**src/shared/tcis_pkg.sv**
```systemverilog
`default_nettype none
package tcis_pkg;
  // ==========================================================================
  // Register map
  localparam logic [7:0] TCIS_OFF_IRQ_ENABLE_CLEAR = 8'h0c;
  localparam logic [7:0] TCIS_OFF_IRQ_ENABLE_SET = 8'h0d;
  localparam logic [7:0] TCIS_OFF_IRQ_FLAGS = 8'h0e;
  localparam logic [7:0] TCIS_OFF_UNIT_STATUS = 8'h0f;
  localparam logic [7:0] TCIS_OFF_COUNTER_VALUE = 8'h10;
  localparam logic [7:0] TCIS_OFF_CONTROL = 8'h11;
  localparam logic [7:0] TCIS_OFF_CAPTURE0 = 8'h18;
  localparam logic [7:0] TCIS_OFF_CAPTURE1 = 8'h19;
  // ==========================================================================
  // Bit positions in enable and flag registers
  localparam int TCIS_BIT_WRAP = 0;
  localparam int TCIS_BIT_ERROR = 1;
  localparam int TCIS_BIT_SYNC_READY = 3;
  localparam int TCIS_BIT_CH0 = 4;
  localparam int TCIS_BIT_CH1 = 5;
  localparam logic [7:0] TCIS_IRQ_MASK = 8'h3b;
  // ==========================================================================
  // Status bit positions
  localparam int TCIS_BIT_STOPPED = 3;
  localparam int TCIS_BIT_CASCADE_SLAVE = 4;
  localparam int TCIS_BIT_SYNC_BUSY = 7;
  // ==========================================================================
  // Control register (own): bit0 enable, bit1 single run, bit2 stop command,
  // bits 5:4 capture mode for channels 0 and 1.
  localparam int TCIS_CTL_ENABLE = 0;
  localparam int TCIS_CTL_SINGLE_RUN = 1;
  localparam int TCIS_CTL_STOP = 2;
  localparam int TCIS_CTL_CAPT0 = 4;
  localparam int TCIS_CTL_CAPT1 = 5;
  localparam logic [7:0] TCIS_CTL_MASK = 8'h33;
  // ==========================================================================
  // Reset values
  localparam logic [7:0] TCIS_RST_ENABLE = 8'h00;
  localparam logic [7:0] TCIS_RST_FLAGS = 8'h00;
  localparam logic [7:0] TCIS_RST_STATUS = 8'h08;
  localparam logic [7:0] TCIS_RST_COUNT = 8'h00;
  localparam logic [7:0] TCIS_RST_CONTROL = 8'h00;
  localparam int TCIS_SYNC_CYCLES = 2;
endpackage : tcis_pkg
`default_nettype wire

```
**src/logic/tcis_core.sv**
```systemverilog
// Notes on behaviour
// - Enable-clear write ones drop enables.
// - Enable-set write ones raise enables.
// - Both enable registers read shared bits.
// - Channels 5:4, sync 3, error 1, wrap 0.
// - Reserved bits read zero; software writes zero.
// - Channel flag sets on match or capture.
// - Channel flag requests only when enabled.
// - Writing one clears a channel flag.
// - Capture register read clears channel flag in capture mode.
// - Sync ready on busy fall, not enable.
// - Writing one clears sync ready flag.
// - Error on capture while flag set.
// - Writing one clears error flag.
// - Wrap flag sets cycle after overflow.
// - Writing one clears wrap flag.
// - Sync busy tracks synchronization in progress.
// - Cascade slave when partner is 32-bit master.
// - Stopped on disable, stop, single-run wrap.
// - Eight-bit counter value, reset zero, synchronized.
// - Single run stops at next wrap.
`default_nettype none
module tcis_core
  import tcis_pkg::*;
#(
  parameter int SYNC_CYCLES = TCIS_SYNC_CYCLES
)
(
  input wire logic mclk,
  input wire logic resetn,
  input wire logic clkEn,
  input wire logic [7:0] regAddr,
  input wire logic [7:0] regWdata,
  input wire logic regWrite,
  input wire logic regRead,
  output logic [7:0] regRdata,
  input wire logic [1:0] channelMatch,
  input wire logic [1:0] channelCapture,
  input wire logic [7:0] capture0,
  input wire logic [7:0] capture1,
  input wire logic partnerMaster32,
  output logic irqRequest
);
  import tcis_pkg::*;

  // ==========================================================================
  // State
  logic [7:0] irqEnable;
  logic [7:0] irqFlags;
  logic [7:0] count;
  logic [7:0] control;
  logic stopped;
  logic [1:0] syncCnt;
  logic sync_in_progress;
  logic syncBusyPrev;
  logic syncFromEnable;
  logic slaveMeta;
  logic slaveSync;
  logic [7:0] next_rdata;

  // ==========================================================================
  // Elaboration checks
  // The busy window counter is two bits wide, and the busy check allows at
  // most three cycles, so longer windows are refused here.
  if (SYNC_CYCLES < 1 || SYNC_CYCLES > 3) begin : g_bad_sync
    $error("sync window must be one to three cycles");
  end

  // ==========================================================================
  // Decode helpers
  // Used only in procedural code and checks: it reads the bus directly.
  function automatic logic isWrite(input logic [7:0] a);
    isWrite = regWrite && regAddr == a;
  endfunction : isWrite

  // Pure form for continuous assignments, which only wake on their arguments.
  function automatic logic hit(input logic strobe, input logic [7:0] addr,
      input logic [7:0] a);
    hit = strobe && addr == a;
  endfunction : hit

  function automatic logic isMapped(input logic [7:0] a);
    isMapped = a inside {TCIS_OFF_IRQ_ENABLE_CLEAR, TCIS_OFF_IRQ_ENABLE_SET,
        TCIS_OFF_IRQ_FLAGS, TCIS_OFF_UNIT_STATUS, TCIS_OFF_COUNTER_VALUE,
        TCIS_OFF_CONTROL, TCIS_OFF_CAPTURE0, TCIS_OFF_CAPTURE1};
  endfunction : isMapped

  wire logic enabled = control[TCIS_CTL_ENABLE];
  wire logic overflow = enabled && !stopped && count == 8'hff;
  wire logic [1:0] captureMode = {control[TCIS_CTL_CAPT1], control[TCIS_CTL_CAPT0]};
  wire logic [1:0] chanEvent = (channelMatch & ~captureMode) | (channelCapture & captureMode);
  wire logic [1:0] capRead = captureMode &
      {hit(regRead, regAddr, TCIS_OFF_CAPTURE1), hit(regRead, regAddr, TCIS_OFF_CAPTURE0)};
  wire logic syncStart = hit(regWrite, regAddr, TCIS_OFF_COUNTER_VALUE)
      || hit(regWrite, regAddr, TCIS_OFF_CONTROL)
      || hit(regRead, regAddr, TCIS_OFF_COUNTER_VALUE);
  wire logic syncFall = syncBusyPrev && !sync_in_progress;
  // A second capture onto a raised channel flag has nowhere to be stored.
  wire logic errEvent = |(channelCapture & captureMode &
      {irqFlags[TCIS_BIT_CH1], irqFlags[TCIS_BIT_CH0]});
  // Enabling the unit also opens a busy window, but its end must not look like news.
  wire logic syncReady = syncFall && !syncFromEnable;

  // ==========================================================================
  // Interrupt enables
  always_ff @(posedge mclk) begin
    if (!resetn) begin
      irqEnable <= TCIS_RST_ENABLE;
    end else if (clkEn) begin
      if (isWrite(TCIS_OFF_IRQ_ENABLE_CLEAR)) begin
        irqEnable <= irqEnable & ~(regWdata & TCIS_IRQ_MASK);
      end else if (isWrite(TCIS_OFF_IRQ_ENABLE_SET)) begin
        irqEnable <= irqEnable | (regWdata & TCIS_IRQ_MASK);
      end
    end
  end

  // ==========================================================================
  // Flags: a set in the same cycle as a write-one clear wins.
  always_ff @(posedge mclk) begin
    logic [7:0] setBits;
    logic [7:0] clrBits;
    setBits = 8'h00;
    clrBits = 8'h00;
    if (!resetn) begin
      irqFlags <= TCIS_RST_FLAGS;
    end else if (clkEn) begin
      setBits[TCIS_BIT_CH0] = chanEvent[0];
      setBits[TCIS_BIT_CH1] = chanEvent[1];
      setBits[TCIS_BIT_ERROR] = errEvent;
      setBits[TCIS_BIT_WRAP] = overflow;
      setBits[TCIS_BIT_SYNC_READY] = syncReady;
      if (isWrite(TCIS_OFF_IRQ_FLAGS)) begin
        clrBits = regWdata & TCIS_IRQ_MASK;
      end
      clrBits[TCIS_BIT_CH0] = clrBits[TCIS_BIT_CH0] | capRead[0];
      clrBits[TCIS_BIT_CH1] = clrBits[TCIS_BIT_CH1] | capRead[1];
      irqFlags <= ((irqFlags & ~clrBits) | setBits) & TCIS_IRQ_MASK;
    end
  end

  // Combinational so the request drops in the same cycle a flag clears.
  assign irqRequest = |(irqFlags & irqEnable);

  // ==========================================================================
  // Control, counter and run state
  always_ff @(posedge mclk) begin
    if (!resetn) begin
      control <= TCIS_RST_CONTROL;
    end else if (clkEn && isWrite(TCIS_OFF_CONTROL)) begin
      control <= regWdata & TCIS_CTL_MASK;
    end
  end

  always_ff @(posedge mclk) begin
    if (!resetn) begin
      stopped <= TCIS_RST_STATUS[TCIS_BIT_STOPPED];
    end else if (clkEn) begin
      if (isWrite(TCIS_OFF_CONTROL)) begin
        stopped <= !regWdata[TCIS_CTL_ENABLE] || regWdata[TCIS_CTL_STOP];
      end else if (overflow && control[TCIS_CTL_SINGLE_RUN]) begin
        stopped <= 1'b1;
      end
    end
  end

  always_ff @(posedge mclk) begin
    if (!resetn) begin
      count <= TCIS_RST_COUNT;
    end else if (clkEn) begin
      if (isWrite(TCIS_OFF_COUNTER_VALUE)) begin
        count <= regWdata;
      end else if (enabled && !stopped) begin
        count <= count + 8'h01;
      end
    end
  end

  // ==========================================================================
  // Synchronization busy model: a fixed short busy window per counter access or control write.
  always_ff @(posedge mclk) begin
    if (!resetn) begin
      syncCnt <= 2'h0;
      sync_in_progress <= 1'b0;
      syncBusyPrev <= 1'b0;
      syncFromEnable <= 1'b0;
    end else if (clkEn) begin
      syncBusyPrev <= sync_in_progress;
      if (syncStart) begin
        syncCnt <= 2'(SYNC_CYCLES);
        sync_in_progress <= 1'b1;
        syncFromEnable <= isWrite(TCIS_OFF_CONTROL) && regWdata[TCIS_CTL_ENABLE] && !enabled;
      end else if (syncCnt != 2'h0) begin
        syncCnt <= syncCnt - 2'h1;
        sync_in_progress <= syncCnt != 2'h1;
      end
    end
  end

  // The partner strap arrives from another unit, so it is synchronised.
  always_ff @(posedge mclk) begin
    if (!resetn) begin
      slaveMeta <= 1'b0;
      slaveSync <= 1'b0;
    end else if (clkEn) begin
      slaveMeta <= partnerMaster32;
      slaveSync <= slaveMeta;
    end
  end

  // ==========================================================================
  // Register read port
  always_comb begin
    next_rdata = 8'h00;
    unique case (regAddr)
      TCIS_OFF_IRQ_ENABLE_CLEAR, TCIS_OFF_IRQ_ENABLE_SET: next_rdata = irqEnable;
      TCIS_OFF_IRQ_FLAGS: next_rdata = irqFlags;
      TCIS_OFF_UNIT_STATUS: begin
        next_rdata[TCIS_BIT_SYNC_BUSY] = sync_in_progress;
        next_rdata[TCIS_BIT_CASCADE_SLAVE] = slaveSync;
        next_rdata[TCIS_BIT_STOPPED] = stopped;
      end
      TCIS_OFF_COUNTER_VALUE: next_rdata = count;
      TCIS_OFF_CONTROL: next_rdata = {control[7:3], stopped, control[1:0]} & TCIS_CTL_MASK;
      TCIS_OFF_CAPTURE0: next_rdata = capture0;
      TCIS_OFF_CAPTURE1: next_rdata = capture1;
      default: next_rdata = 8'h00;
    endcase
  end

  always_ff @(posedge mclk) begin
    if (!resetn) begin
      regRdata <= 8'h00;
    end else if (clkEn) begin
      regRdata <= regRead ? next_rdata : 8'h00;
    end
  end
endmodule : tcis_core
`default_nettype wire

```
**config.mk**
```make
export PLATFORM = sky130hd
export DESIGN_NAME = tcis_core
export DESIGN_NICKNAME = d
export VERILOG_FILES = /design/src/shared/tcis_pkg.sv /design/src/logic/tcis_core.sv
export SDC_FILE = /design/constraint.sdc
export NUM_CORES = 1
export LEC_CHECK = 0
export ABC_AREA = 1
export ABC_CLOCK_PERIOD_IN_PS = 3200
export BUFFER_PORTS_ARGS = -buffer_cell sky130_fd_sc_hd__buf_2
export CORE_ASPECT_RATIO = 2
export CORE_MARGIN = 2
export CORE_UTILIZATION = 40
export CTS_CLUSTER_DIAMETER = 30
export DETAILED_ROUTE_END_ITERATION = 7
export PLACE_DENSITY_LB_ADDON = 0.12
export SYNTH_ARGS = -nofsm -noshare
export SYNTH_HDL_FRONTEND = slang
export SYNTH_SLANG_ARGS = --single-unit
```
**constraint.sdc**
```tcl
create_clock -name mclk -period 3.2 [get_ports mclk]
set_clock_uncertainty 0.05 [all_clocks]
set_input_delay 0.32 -clock mclk [delete_from_list [all_inputs] [get_ports mclk]]
set_output_delay 0.32 -clock mclk [all_outputs]
set_load 0.02 [all_outputs]
```
==> impl_results.md, run 1 <==
* Worst Path Arrival at 1780 ps
* WHS Path Cells at 3
* Syn-to-layout area delta at 17.94%
* Part of the power in registers at 0.413
* Clock Power Share at 0.494
* Pwr Density at 412.1 nW/µm²
* # port buffers at 50
* Critical path class: reg -> reg
* Final Hold Viols at 0
* First-pass GRT wire length at 11.66 mm
* Clk sinks at 38
* Core Rows at 40
* Net count after synthesis at 412
* Die X-Extent at 59.24 µm
* Internal power at 904.1 µW
* Fmax at 597.5 MHz
* DRC Markers at 0
* Largest net degree at the start of global routing at 27
* Vias per inst at 5.226
* Via count at 2493
* CTS tree: done
* Lkg Pwr at 0.001290 µW
* Register area share after synthesis at 0.3116
* Post-CTS sizing at 0
* Ant. Diodes at 0
* Dpl cell area at 2710 µm²
* Post-layout power at 1187 µW
* Hpwl dp at 5.720 mm
* Clock latency on the worst-skew pair at 290 ps
* Max-Slew Margin vs Limit at 0.4713
* Finished Cell Area at 2879 µm²
* Switch share at 0.2381
* ANT nets after route at 0
* Post-synthesis mux area share at 0.004613
* Drt first pass iters at 4
* Synth Instances at 367
* Logic pwr share at 0.093
* Max-slew violation count at 0
* Status: finished, final reports clean
* Synth Area in Compound Gates at 0.1497
* Reg2Reg Depth at 6
* Initial Utilization at 0.4099
* Adder-Cell Fraction of Synth Area at 0.01538
* Post-Synth XOR/XNOR Area at 0.003588
* Syn. warnings at 0
* CP Max Fanout at 5
* Synth top area cells: dfxtp_1 31%, nand2_1 13%, nand3_1 11%
* Final Setup Violations at 0
* Share of layout cells above drive strength 1 at 0.2246
* RSZ-0062 raised after global routing: no
* CTS root buffer: clkbuf_16
* Gpl congestion at 0.8669
* Layout Nets at 459
* CP required at 3310 ps
* Psw at 282.5 µW
* Post-Syn Area at 2441 µm²
* Critical path launch point type: flop
* Min Clock Period, post-route at 1674 ps
* Most numerous cell in the Yosys netlist: nand2_1
* H-tree level count at 2
* Ports at 51
* Syn Area/Cell at 6.651 µm²
* Worst-path clk slew at 60 ps
* Vias in the first global route at 2425
* Final period utilization at 0.5230
* Yosys reg bits at 38
* Share of the synthesized area in the top cell type at 0.3116
* Initial antenna violation count at 0
* GRT overflow at 0
* Ys flop type: dfxtp_1
* FFs w/ async S/R, synth at 0
* Die height at 114.5 µm
* Worst VDD drop at 0.2672 mV
* EDFF count, synth at 0
* Commonest cells post-synth: 86 x nand2_1, 53 x nand3_1, 38 x dfxtp_1, 37 x nor2_1, 31 x inv_1
* Clock buffer count from CTS at 5
* CP Capture Type: flop
* Count of cell types in the netlist at 39
* Max-cap viol count at 0
* Hold_buf cts at 0
* Final wirelength at 7.226 mm
* Placeable Area at 5956 µm²
* Final hold slack at 204.2 ps
* DR iter-0 viols at 91
* WL/cell at 15.15 µm
* Setup TNS at 0 ps
* GR Util All Layers at 0.2332
* Synth area leader: dfxtp_1
* Worst slew pin tran at 792.2 ps
* Die area at 6782 µm²
* Synthesized-area fraction occupied by and/or/nand/nor cells at 0.4229
* Post-CTS setup buffer count at 0
* Clock buffer depth at 2
* Largest family of logic cells by synthesized area: simple AND/OR/NAND/NOR gates
* Hold crit path type: in -> reg
==> critical path: stages (launching register included) <==
cell     delay (ps)
dfxtp_1         420
ha_1            200
nand2_1          80
nor4_1          420
nand4_1         190
nand3_1         110
nand3_1          80
==> worst paths after layout <==
kind                         from  slack (ps)     endpoint
setup / recovery         count[0]        1530      stopped
hold reg to reg       regRdata[1]         410  regRdata[1]
hold / removal    partnerMaster32         200    slaveMeta
setup reg to reg         count[0]        1530      stopped
==> per-stage QoR <==
| stage | util | instances | setup slack (ps) |
|---|---|---|---|
| after floorplan | - | 367 | 1781 |
| after global placement | 0.4550 | 470 | 1307 |
| after detailed placement | 0.4550 | 470 | 1261 |
| after CTS | 0.4834 | 477 | 1518 |
| after global routing | 0.4834 | 477 | 1333 |
| final | 0.4834 | 477 | 1526 |
==> layout by cell type (no fill, tap or decap), drive strengths merged <==
master and n:
nor2 44, mux2 1, nand4 7, a221oi 1, or2 1, dfxtp 38, inv 40, nand2 95
ha 3, clkbuf 6, buf 51, a211oi 3, o31ai 2, o21ai 24, a21oi 28, nor4 1
bufinv 1, xor2 1, nand3 54, nand3b 1, nor3 9, o211ai 3
==> final cells by class <==
cell class	count	area [µm²]
multi-input combinational	278	1455
clock buffer	6	138.9
timing repair buffer	51	257.7
sequential	38	760.7
tap	63	78.83
inverter	40	157.7
fill	640	3077
clock inverter	1	30.03
==> power groups by stage <==
stage	sequential [µW]	clock (µW)	combinational, µW
6_report	490	586	111
3_5_place_dp	501	0	111
4_1_cts	490	593	112
3_3_place_gp	500	0	110
5_1_grt	491	606	124
2_1_floorplan	497	0	65.4
==> cell families after synthesis <==
family	after synthesis
and+or+nand+nor	212
AOI/OAI and AO/OA	61
buffers and inverters	51
DFF	38
adders and majority gates	3
xor gates and xnor gates	1
muxes	1
==> metal layers <==
layer,routed length [µm],share of wire,GRT usage
met1,2726,0.38,0.2384
met3,244,0.034,0.04181
met4,349,0.048,0.1455
met5,0,0,0
met2,3905,0.54,0.4147
(Power assumes the default switching activity.)
==> inputs of run 2 (changes only) <==
--- a/config.mk
+++ b/config.mk
@@ -6,7 +6,7 @@
 export NUM_CORES = 1
 export LEC_CHECK = 0
 export ABC_AREA = 1
-export ABC_CLOCK_PERIOD_IN_PS = 3200
+export ABC_CLOCK_PERIOD_IN_PS = 1400
 export BUFFER_PORTS_ARGS = -buffer_cell sky130_fd_sc_hd__buf_2
 export CORE_ASPECT_RATIO = 2
 export CORE_MARGIN = 2
==> constraint.sdc (replaced) <==
create_clock -name mclk -period 1.4 [get_ports mclk]
set_clock_uncertainty 0.05 [all_clocks]
set_input_delay 0.14 -clock mclk [delete_from_list [all_inputs] [get_ports mclk]]
set_output_delay 0.14 -clock mclk [all_outputs]
set_load 0.02 [all_outputs]
==> impl_results.md, run 2 (synthesis results as in run 1) <==
* Status: finished, final reports clean
* DR iter-0 viols at 131 (+44%)
* Critical path launch point type: flop
* Ant. Diodes at 0 (unchanged)
* Via count at 2709 (+8.7%)
* Gpl congestion at 0.8704 (+0.40%)
* GR Util All Layers at 0.2394 (+0.006133)
* DRC Markers at 0 (unchanged)
* Clock buffer count from CTS at 5 (unchanged)
* CP Max Fanout at 2 (-3)
* Worst Path Arrival at 1180 ps (-600 ps)
* Final Setup Violations at 0 (unchanged)
* Final Hold Viols at 0 (unchanged)
* Met1 usage in global routing at 0.2324 (-0.006050)
* Placeable Area at 5956 µm² (unchanged)
* Vias per inst at 5.291 (+1.2%)
* Clock buffer depth at 2 (unchanged)
* CTS tree: done
* Pre-CTS WS at -52.47 ps (-1313 ps)
* Max-cap viol count at 0 (unchanged)
* Die height at 114.5 µm (unchanged)
* Most frequent cells in the layout: 84 x nand2_1, 53 x nand3_1, 49 x buf_2
* Fill cell count at 607 (-5.2%)
* Worst VDD drop at 0.7791 mV (+190%)
* Share of layout cells above drive strength 1 at 0.3118 (+0.08717)
* Post-layout power at 2570 µW (+120%)
* Max-slew violation count at 0 (unchanged)
* Fmax at 729.3 MHz
* CP required at 1210 ps (-2100 ps)
* Syn-to-layout area delta at 29.57%
* Layout Nets at 493 (+7.4%)
* Critical path class: reg -> out
* CTS root buffer: clkbuf_16
* CP Capture Type: primary output
* GRT met2 Usage at 0.4571 (+0.04249)
* Reg area at 768.2 µm² (+0.99%)
* WL/cell at 15.23 µm (+0.56%)
* Worst slew pin tran at 357.7 ps (-434.6 ps)
* Clk sinks at 38 (unchanged)
* # port buffers at 50 (unchanged)
* Final wirelength at 7.800 mm (+7.9%)
* Hpwl dp at 6.239 mm (+9.1%)
* Ports at 51 (unchanged)
* Post-route setup slack at 28.86 ps (-1498 ps)
* First-pass GRT wire length at 12.00 mm (+2.9%)
* Reg2Reg Depth at 9 (+3)
* Drt first pass iters at 4 (unchanged)
* Hold_buf cts at 0 (unchanged)
* Worst-path clk slew at 60 ps (about the same)
* Met3 GRT Util at 0.02486 (-0.01695)
* Clock latency on the worst-skew pair at 280 ps (about the same)
* Min Clock Period, post-route at 1371 ps
* GR peak layer: met2
* Largest net degree at the start of global routing at 24 (-11%)
* Die area at 6782 µm² (unchanged)
* Vias in the first global route at 2573 (+6.1%)
* Initial Utilization at 0.4099 (unchanged)
* Final period utilization at 0.9794
* Core Rows at 40 (unchanged)
* GRT overflow at 0 (unchanged)
* WHS Path Cells at 3 (unchanged)
* Area of the multi-input gates at 1491 µm² (+2.5%)
* Pwr Density at 812.6 nW/µm² (+97%)
* H-tree level count at 2 (unchanged)
* Die X-Extent at 59.24 µm (unchanged)
* Hold crit path type: in -> reg
* Max-Slew Margin vs Limit at 0.7597 (+0.2885)
* Lkg Pwr at 0.001473 µW (+14%)
* ANT nets after route at 0 (unchanged)
* Initial antenna violation count at 0 (unchanged)
* Commonest non-fill, non-tap cell in the layout: nand2_1
run 2: cell types whose count changed in the layout (fill, tap and decap cells not counted), moves of 2 or more:
cell,delta
nor2_1,-3
nand2_2,+2
dfxtp_1,-4
nor2_2,+3
buf_4,+35
nand2_1,-2
dfxtp_2,+3
run 2: worst max-delay path, cell delays in order, from the launching register on:
cell      delay, ps
dfxtp_4         360
nand2_2          50
nand2_1          50
a221oi_2        160
o21ai_1         110
buf_4           170
run 2: worst paths after layout:
path                 to  slack [ps]       startpoint
max          irqRequest          30      irqFlags[4]
min           slaveMeta          30  partnerMaster32
max reg2reg    count[6]          70         count[0]
min reg2reg  syncCnt[0]         410       syncCnt[0]
run 2: metrics by stage:
| stage | cells | area [µm²] | hold WS (ps) | setup TNS (ps) | util |
|---|---|---|---|---|---|
| 2_1_floorplan | 367 | 2447 | 224.9 | 0 | - |
| 3_3_place_gp | 502 | 2957 | 312.5 | -32.11 | 0.4964 |
| 3_5_place_dp | 502 | 2957 | 322.9 | -56.54 | 0.4964 |
| 4_1_cts | 510 | 3120 | 30.20 | 0 | 0.5240 |
| 5_1_grt | 512 | 3163 | 50.30 | -4.994 | 0.5311 |
| 6_report | 512 | 3163 | 30.04 | 0 | 0.5311 |
run 2: timing repair:
action / CTS / global route
resized for setup: 5 / 10
endpoints found under the setup margin: 1 / 13
pin swaps: 0 / 1
setup buffers: 0 / 2
run 2: layout make-up:
type | instances | area share
multi-input combinational | 278 | 0.4715
sequential | 38 | 0.2429
clock buffer | 6 | 0.04391
tap | 63 | 0.02492
timing repair buffer | 85 | 0.1630
inverter | 40 | 0.04984
clock inverter | 2 | 0.003956
run 2: power breakdown:
part           leakage, µW  switching (µW)  internal (µW)
Combinational      0.00109             178            110
Sequential        0.000310            18.6           1100
Clock            0.0000729             456            705
run 2: layer usage:
metal	vias to the layer above	share of wire	routed length (µm)
li1	1376	-	-
met1	1239	0.36	2781
met2	71	0.57	4463
met3	23	0.026	205
met4	0	0.045	349
met5	-	0	0
